`src/pdseq_defines.vh`:
```
// How it works
// RL1 - Powerdown is entered only when the powerdown request bit is 1 and a halt instruction executes.
// RL2 - In powerdown, an interrupt from the non-maskable input or an asserted reset input ends powerdown.
// RL3 - A wake by the non-maskable input waits the wake delay before clocks are re-enabled.
// RL4 - A wake by reset skips the wake delay entirely.
// RL5 - Asserting the reset input aborts any bus cycle at once and initialises the logic; the code does so on the third clock edge after the pin falls.
// RL6 - During reset every output is driven to a defined level and the reset output is raised.
// RL7 - An assertion of the non-maskable input is latched so that a short pulse is not lost.
// RL8 - The reset output stays high for as long as the reset input is low.
// RL9 - The wake delay is modelled as a configurable count of clock cycles.
`ifndef PDSEQ_DEFINES_VH
`define PDSEQ_DEFINES_VH
`define WAKE_DELAY_NS 10000
`define CLK_PERIOD_NS 10
`define WAKE_DELAY_CYCLES (`WAKE_DELAY_NS / `CLK_PERIOD_NS)
`define WAKE_CNT_WIDTH 20
`define RESET_PIN_RST 1'h0
`define NMI_PIN_RST 1'h0
`define RESET_OUT_RST 1'h1
`define BUS_ABORT_RST 1'h1
`define CLOCKS_EN_RST 1'h1
`define IN_PDOWN_RST 1'h0
`define NMI_PEND_RST 1'h0
`endif

```
`src/powerdown_reset_sequencer.v`:
```
`timescale 1ns/1ps
`include "pdseq_defines.vh"

// Two-flop synchroniser for one pin; only the second flop is visible outside
module pin_sync #(
	parameter [0:0] RST_VAL = 1'h0
) (
	// Clock and reset
	input wire mclk,
	input wire sys_rst,
	// Raw pin and its synchronised copy
	input wire pin,
	output reg synced
);
	reg meta;

	always @(posedge mclk or posedge sys_rst) begin
		if (sys_rst) begin
			meta <= RST_VAL;
			synced <= RST_VAL;
		end else begin
			meta <= pin;
			synced <= meta;
		end
	end
endmodule

module powerdown_reset_sequencer #(
	parameter WAKE_CYCLES = `WAKE_DELAY_CYCLES,
	parameter CNT_W = `WAKE_CNT_WIDTH
) (
	// Clock and reset
	input wire mclk,
	input wire sys_rst,
	// External pins
	input wire reset_in_n,
	input wire nmi_in,
	// Core side
	input wire powerdown_request_bit,
	input wire halt_exec,
	input wire nmi_taken,
	// Status outputs
	output reg reset_out,
	output reg clocks_enabled,
	output reg in_powerdown,
	output reg bus_abort,
	output reg nmi_pending
);
	// One-hot sequencer states
	localparam [2:0] ST_RUN = 3'h1;
	localparam [2:0] ST_PDOWN = 3'h2;
	localparam [2:0] ST_WAKE = 3'h4;

	// Counter constants, cut to the counter width on purpose
	localparam [CNT_W-1:0] WAKE_LOAD = WAKE_CYCLES[CNT_W-1:0];
	localparam [CNT_W-1:0] CNT_ZERO = {CNT_W{1'h0}};
	localparam [CNT_W-1:0] CNT_ONE = {{(CNT_W-1){1'h0}}, 1'h1};

	// Synchronised pins
	wire reset_pin_s;
	wire nmi_pin_s;

	// Decoded events
	reg nmi_prev;
	wire nmi_edge;
	wire rst_active;
	wire halt_accept;
	wire wake_start;
	wire wake_done;

	// Sequencer state and next values
	reg [2:0] state;
	reg [2:0] next_state;
	reg [CNT_W-1:0] wake_cnt;
	reg [CNT_W-1:0] next_wake_cnt;
	reg next_nmi_pending;
	reg next_clocks_enabled;
	reg next_in_powerdown;

	// The reset pin reads as asserted until its real level has passed both
	// flops, so the core never runs on a half-settled reset after sys_rst
	pin_sync #(
		.RST_VAL(`RESET_PIN_RST)
	) reset_pin_sync_i (
		.mclk(mclk),
		.sys_rst(sys_rst),
		.pin(reset_in_n),
		.synced(reset_pin_s)
	);

	// Idle level of the interrupt pin, so no false edge follows sys_rst
	pin_sync #(
		.RST_VAL(`NMI_PIN_RST)
	) nmi_pin_sync_i (
		.mclk(mclk),
		.sys_rst(sys_rst),
		.pin(nmi_in),
		.synced(nmi_pin_s)
	);

	assign rst_active = ~reset_pin_s;
	assign nmi_edge = nmi_pin_s & ~nmi_prev;
	assign halt_accept = (state == ST_RUN) & halt_exec & powerdown_request_bit; // see RL1
	assign wake_start = (state == ST_PDOWN) & (nmi_pending | nmi_edge); // see RL2
	assign wake_done = (state == ST_WAKE) & (wake_cnt == CNT_ZERO); // see RL3

	// Previous synchronised level for the rising-edge detector
	always @(posedge mclk or posedge sys_rst) begin
		if (sys_rst) begin
			nmi_prev <= `NMI_PIN_RST;
		end else begin
			nmi_prev <= nmi_pin_s;
		end
	end

	// Next state; halts during powerdown or wake are simply ignored
	always @* begin
		next_state = state;
		case (state)
			ST_RUN: begin
				if (halt_accept)
					next_state = ST_PDOWN; // see RL1
			end
			ST_PDOWN: begin
				if (wake_start)
					next_state = ST_WAKE; // see RL2
			end
			ST_WAKE: begin
				if (wake_done)
					next_state = ST_RUN; // see RL3
			end
			default: begin
				next_state = ST_RUN;
			end
		endcase
	end

	// Wake delay counter; the capacitor charge time becomes a cycle count
	always @* begin
		next_wake_cnt = wake_cnt;
		if (wake_start)
			next_wake_cnt = WAKE_LOAD; // see RL9
		else if ((state == ST_WAKE) && (wake_cnt != CNT_ZERO))
			next_wake_cnt = wake_cnt - CNT_ONE; // see RL3
	end

	// Interrupt latch: a new edge beats an acknowledge in the same cycle
	always @* begin
		next_nmi_pending = nmi_pending;
		if (nmi_edge)
			next_nmi_pending = 1'h1; // see RL7
		else if (nmi_taken)
			next_nmi_pending = 1'h0;
	end

	// Output levels follow the state that is about to be entered
	always @* begin
		next_clocks_enabled = (next_state == ST_RUN);
		next_in_powerdown = (next_state != ST_RUN);
	end

	// State register; reset leaves powerdown straight to run, see RL2 see RL4
	always @(posedge mclk or posedge sys_rst) begin
		if (sys_rst) begin
			state <= ST_RUN;
		end else if (rst_active) begin
			state <= ST_RUN; // see RL5
		end else begin
			state <= next_state;
		end
	end

	// Counter register; cleared by reset so no delay is applied, see RL4
	always @(posedge mclk or posedge sys_rst) begin
		if (sys_rst) begin
			wake_cnt <= CNT_ZERO;
		end else if (rst_active) begin
			wake_cnt <= CNT_ZERO;
		end else begin
			wake_cnt <= next_wake_cnt;
		end
	end

	// Latched interrupt; an edge during reset is dropped with the rest of the state
	always @(posedge mclk or posedge sys_rst) begin
		if (sys_rst) begin
			nmi_pending <= `NMI_PEND_RST;
		end else if (rst_active) begin
			nmi_pending <= `NMI_PEND_RST;
		end else begin
			nmi_pending <= next_nmi_pending;
		end
	end

	// Reset indicators stay up for as long as the pin is held low
	always @(posedge mclk or posedge sys_rst) begin
		if (sys_rst) begin
			reset_out <= `RESET_OUT_RST;
			bus_abort <= `BUS_ABORT_RST;
		end else if (rst_active) begin
			reset_out <= 1'h1; // see RL6 see RL8
			bus_abort <= 1'h1; // see RL5
		end else begin
			reset_out <= 1'h0;
			bus_abort <= 1'h0;
		end
	end

	// Clock and powerdown status, driven to known levels in reset, see RL6
	always @(posedge mclk or posedge sys_rst) begin
		if (sys_rst) begin
			clocks_enabled <= `CLOCKS_EN_RST;
			in_powerdown <= `IN_PDOWN_RST;
		end else if (rst_active) begin
			clocks_enabled <= 1'h1; // see RL4
			in_powerdown <= 1'h0;
		end else begin
			clocks_enabled <= next_clocks_enabled;
			in_powerdown <= next_in_powerdown;
		end
	end
endmodule

```
`config.mk`:
```
export PLATFORM = sky130hd
export DESIGN_NAME = powerdown_reset_sequencer
export DESIGN_NICKNAME = d
export VERILOG_FILES = /design/src/powerdown_reset_sequencer.v
export VERILOG_INCLUDE_DIRS = /design/src
export SDC_FILE = /design/constraint.sdc
export NUM_CORES = 1
export LEC_CHECK = 0
export BUFFER_PORTS_ARGS = -buffer_cell sky130_fd_sc_hd__buf_2
export CAP_MARGIN = 20
export CORE_UTILIZATION = 55
export CTS_CLUSTER_SIZE = 10
export DETAILED_ROUTE_END_ITERATION = 12
export MAX_ROUTING_LAYER = met4
export PLACE_DENSITY = 0.86
export SLEW_MARGIN = 25
export SYNTH_ARGS = -nofsm -noshare
export SYNTH_HDL_FRONTEND = slang
export SYNTH_SLANG_ARGS = --single-unit
export TNS_END_PERCENT = 5
```
`constraint.sdc`:
```
create_clock -name mclk -period 3.1 [get_ports mclk]
set_input_delay 0.62 -clock mclk [delete_from_list [all_inputs] [get_ports mclk]]
set_output_delay 0.62 -clock mclk [all_outputs]
set_load 0.02 [all_outputs]
```
==> metrics.md <==
| Metric | Value |
|---|---|
| Status | `complete, but fails checks` |
| Violations in the final reports | `DRC` |
| Setup bufs post-CTS | `0` |
| Fillers | `~220` |
| Startpoint types | `flop` |
| Clk sink count | `32` |
| Initial core utilization | `a little under 60%` |
| # rows | `19` |
| Syn Area/Cell | `10.1 um^2` |
| Net Count, Synth | `~170` |
| Nets@finish | `approximately 190` |
| Data required, critical path | `3.31 ns` |
| Synth-to-Final Area Change | `10.5%` |
| Yosys reg bits | `32` |
| Clock Skew | `0.0136 ns` |
| Fin Setup TNS | `0 ns` |
| Largest net degree at the start of global routing | `33` |
| Global-route wire length before repair | `~6.5 mm` |
| Die width | `57.0 um` |
| Crit. End Element | `flop` |
| IO Pins | `12` |
| Final ANT Viol Nets | `0` |
| Port buffer count | `11` |
| Top_reg_cell synth | `dfrtp_1` |
| Top-count cell post-synth | `dfrtp_1` |
| Flip-flop and latch area | `roughly 800 um^2` |
| Count of final setup violators | `0` |
| Pre-antenna DRT Iters | `9` |
| Critical path's top delay family | `simple AND/OR/NAND/NOR gates` |
| Fmax | `412 MHz` |
| R2R Path End | `wake_cnt[5]$_DFFE_PP0P_` |
| Register area share after synthesis | `48.4%` |
| Commonest cells in the netlist | `dfrtp_1 (29), a21oi_1 (12), nand3_1 (10)` |
| Synth top area cells | `dfrtp_1 (44%), dfstp_2 (4.7%), a21oi_1 (3.6%)` |
| Final Hold Fails | `0` |
| # H-tree levels | `2` |
| Clock buffer depth | `2` |
| GP Congestion | `slightly below 0.9` |
| MaxCap Viol Count | `0` |
| Root buffer cell | `clkbuf_4` |
| Yosys top cell area share | `between 40% and 50%` |
| P_leak | `~0.76 nW` |
| Congestion Overflow GR | `0` |
| RSZ-0062 raised after global routing | `no` |
| Vias in the first global route | `roughly 1.4k` |
| Tightest Pin Transition | `0.650 ns` |
| Slew Viols, Final | `0` |
| Vias per cell | `approximately 6.8` |
| Total Power | `0.000835 W` |
| Reg2reg setup slack | `0.67 ns` |
| Post-CTS Resized | `0` |
| Worst hold path type | `primary input to asynchronous set/reset pin` |
| Placed standard-cell area | `1740 um^2` |
| Via count | `1424` |
| DIE AREA | `approximately 3200 um^2` |
| Clk_lat worst skew | `0.35 ns` |
| Num CTS Buffers | `5` |
| Worst vdd ir | `between 300 and 400 uV` |
| Cell taking the most area after synthesis | `dfrtp_1` |
| CTS tree | `built` |
| Worst Path Buf+Inv | `0` |
| Ys async rst share | `100%` |
| Unique masters post-synth | `37` |
| Slowest-stage cell, CP | `and3_1` |
| Reg clk slew, reported paths | `approximately 0.11 ns` |
| Crit Path Category | `flop to flop` |
| EDFF count, synth | `0` |
| Crit path arrival time | `between 2 and 3 ns` |
| Mapped Cells | `roughly 170` |
| Ratio of cells with drive above 1 in the final layout | `between 15 and 20%` |
| Gr usage total | `between 20% and 30%` |
| CP max stage delay | `~0.63 ns` |
| WL/cell | `around 18 um` |
| Crit-path cells | `nor4_1 -> and3_1 -> nor4b_1 -> nor4bb_1` |
| Die Span Y | `about 57 um` |
| DRC violation count after routing | `2` |
| Footprint of the multi-input gates | `approximately 790 um^2` |
| Crit path max fanout | `18` |
| Initial drt markers | `between 80 and 90` |
| Worst relative slew slack | `56.3%` |
| Final Critical Period | `between 2 and 2.5 ns` |
| Post-route clock period utilization | `between 70 and 80%` |
| Core area | `about 2800 um^2` |
| Yosys Warn Count | `0` |
| Final Cell Area | `1840 um^2` |
| Netlist Area Pre-Place | `1660 um^2` |
| Worst reg-to-reg path cell count | `4` |
| Routed wire length | `between 3 and 4 mm` |
| Antenna cells | `0` |
| Hpwl dp | `~2.5 mm` |
| Initial antenna violation count | `0` |
| Post-cts hold buffer count | `0` |
| Critical R2R Launch | `wake_cnt[15]$_DFFE_PP0P_` |
| Pwr Density | `around 460 nW/um^2` |
placed cells by master (no fill, tap or decap), drive strengths merged, types with 2 or more instances in the layout:
| master | instances |
|---|---|
| and3 | 3 |
| clkbuf | 7 |
| dfstp | 3 |
| nor2 | 4 |
| nor4b | 4 |
| nor4 | 6 |
| o31ai | 8 |
| inv | 6 |
| nand4b | 3 |
| nand3b | 3 |
| mux2i | 6 |
| a21oi | 12 |
| nand2b | 5 |
| dfrtp | 29 |
| a31oi | 3 |
| o21ai | 4 |
| nand2 | 5 |
| a211oi | 4 |
| o21a | 2 |
| or4 | 9 |
| nor3b | 2 |
| ha | 2 |
| buf | 15 |
| nand3 | 10 |
| or3 | 9 |
| nor3 | 6 |
final cells by class:
class,instances,area share (%)
tap,31,2.11
sequential,32,43.8
inverter,6,1.23
clock buffer,7,3.54
multi-input combinational,118,43.0
timing repair buffer,15,4.64
clock inverter,1,1.64
metrics by stage:
step	util [%]	setup slack, ns	std cells	hold slack, ns
finish	65.4	0.674	210	0.354
global route	65.4	0.449	210	0.359
CTS	65.4	0.715	210	0.362
detailed placement	62.0	0.730	202	0.342
global placement	62.0	0.895	202	0.338
floorplan	-	0.972	165	0.331
flip-flops by register name, indices dropped and copies added, names as in the netlist:
signal,flops
reset_pin_sync_i.meta,1
in_powerdown,1
wake_cnt,20
reset_pin_sync_i.synced,1
nmi_pending,1
bus_abort,1
clocks_enabled,1
nmi_pin_sync_i.synced,1
nmi_prev,1
nmi_pin_sync_i.meta,1
state,3
worst max-delay path by stage:
stage               cells after the start  slack [ns]                  endpoint                startpoint
finish                                  4        0.67   wake_cnt[5]$_DFFE_PP0P_  wake_cnt[15]$_DFFE_PP0P_
global route                            4        0.45   wake_cnt[5]$_DFFE_PP0P_  wake_cnt[15]$_DFFE_PP0P_
CTS                                     4        0.71   wake_cnt[5]$_DFFE_PP0P_  wake_cnt[15]$_DFFE_PP0P_
detailed placement                      4        0.73   wake_cnt[6]$_DFFE_PP0P_  wake_cnt[15]$_DFFE_PP0P_
global placement                        4        0.90   wake_cnt[1]$_DFFE_PP0P_  wake_cnt[15]$_DFFE_PP0P_
floorplan                               5        0.97  wake_cnt[15]$_DFFE_PP0P_   wake_cnt[6]$_DFFE_PP0P_
metal layers:
| layer | vias up | routed length (um) | global-route usage (%) |
|---|---|---|---|
| met1 | 684 | 1510 | 32.3 |
| met5 | - | 0 | - |
| li1 | 661 | - | - |
| met2 | 68 | 1850 | 42.4 |
| met4 | 0 | 94 | 14.6 |
| met3 | 11 | 277 | 7.48 |
report_power, final:
part / internal, W / switching (W)
Sequential: 0.000426 / 0.00000541
Clock: 0.000214 / 0.000150
Combinational: 0.0000134 / 0.0000266
tightest hold or removal path: stages:
cell and delay (ns):
buf_2 0.10, inv_1 0.05, buf_4 0.36
cell families (layout without fill, tap and decap cells):
family	after synthesis	in the layout	share of synthesized area, %
flops	32	32	48.4
mux	7	7	4.29
simple gates	73	73	27.9
fa+ha+maj	2	2	1.51
buf+inv	15	29	4.07
compound gates	36	36	13.8
Power figures use the tool's default switching activity.
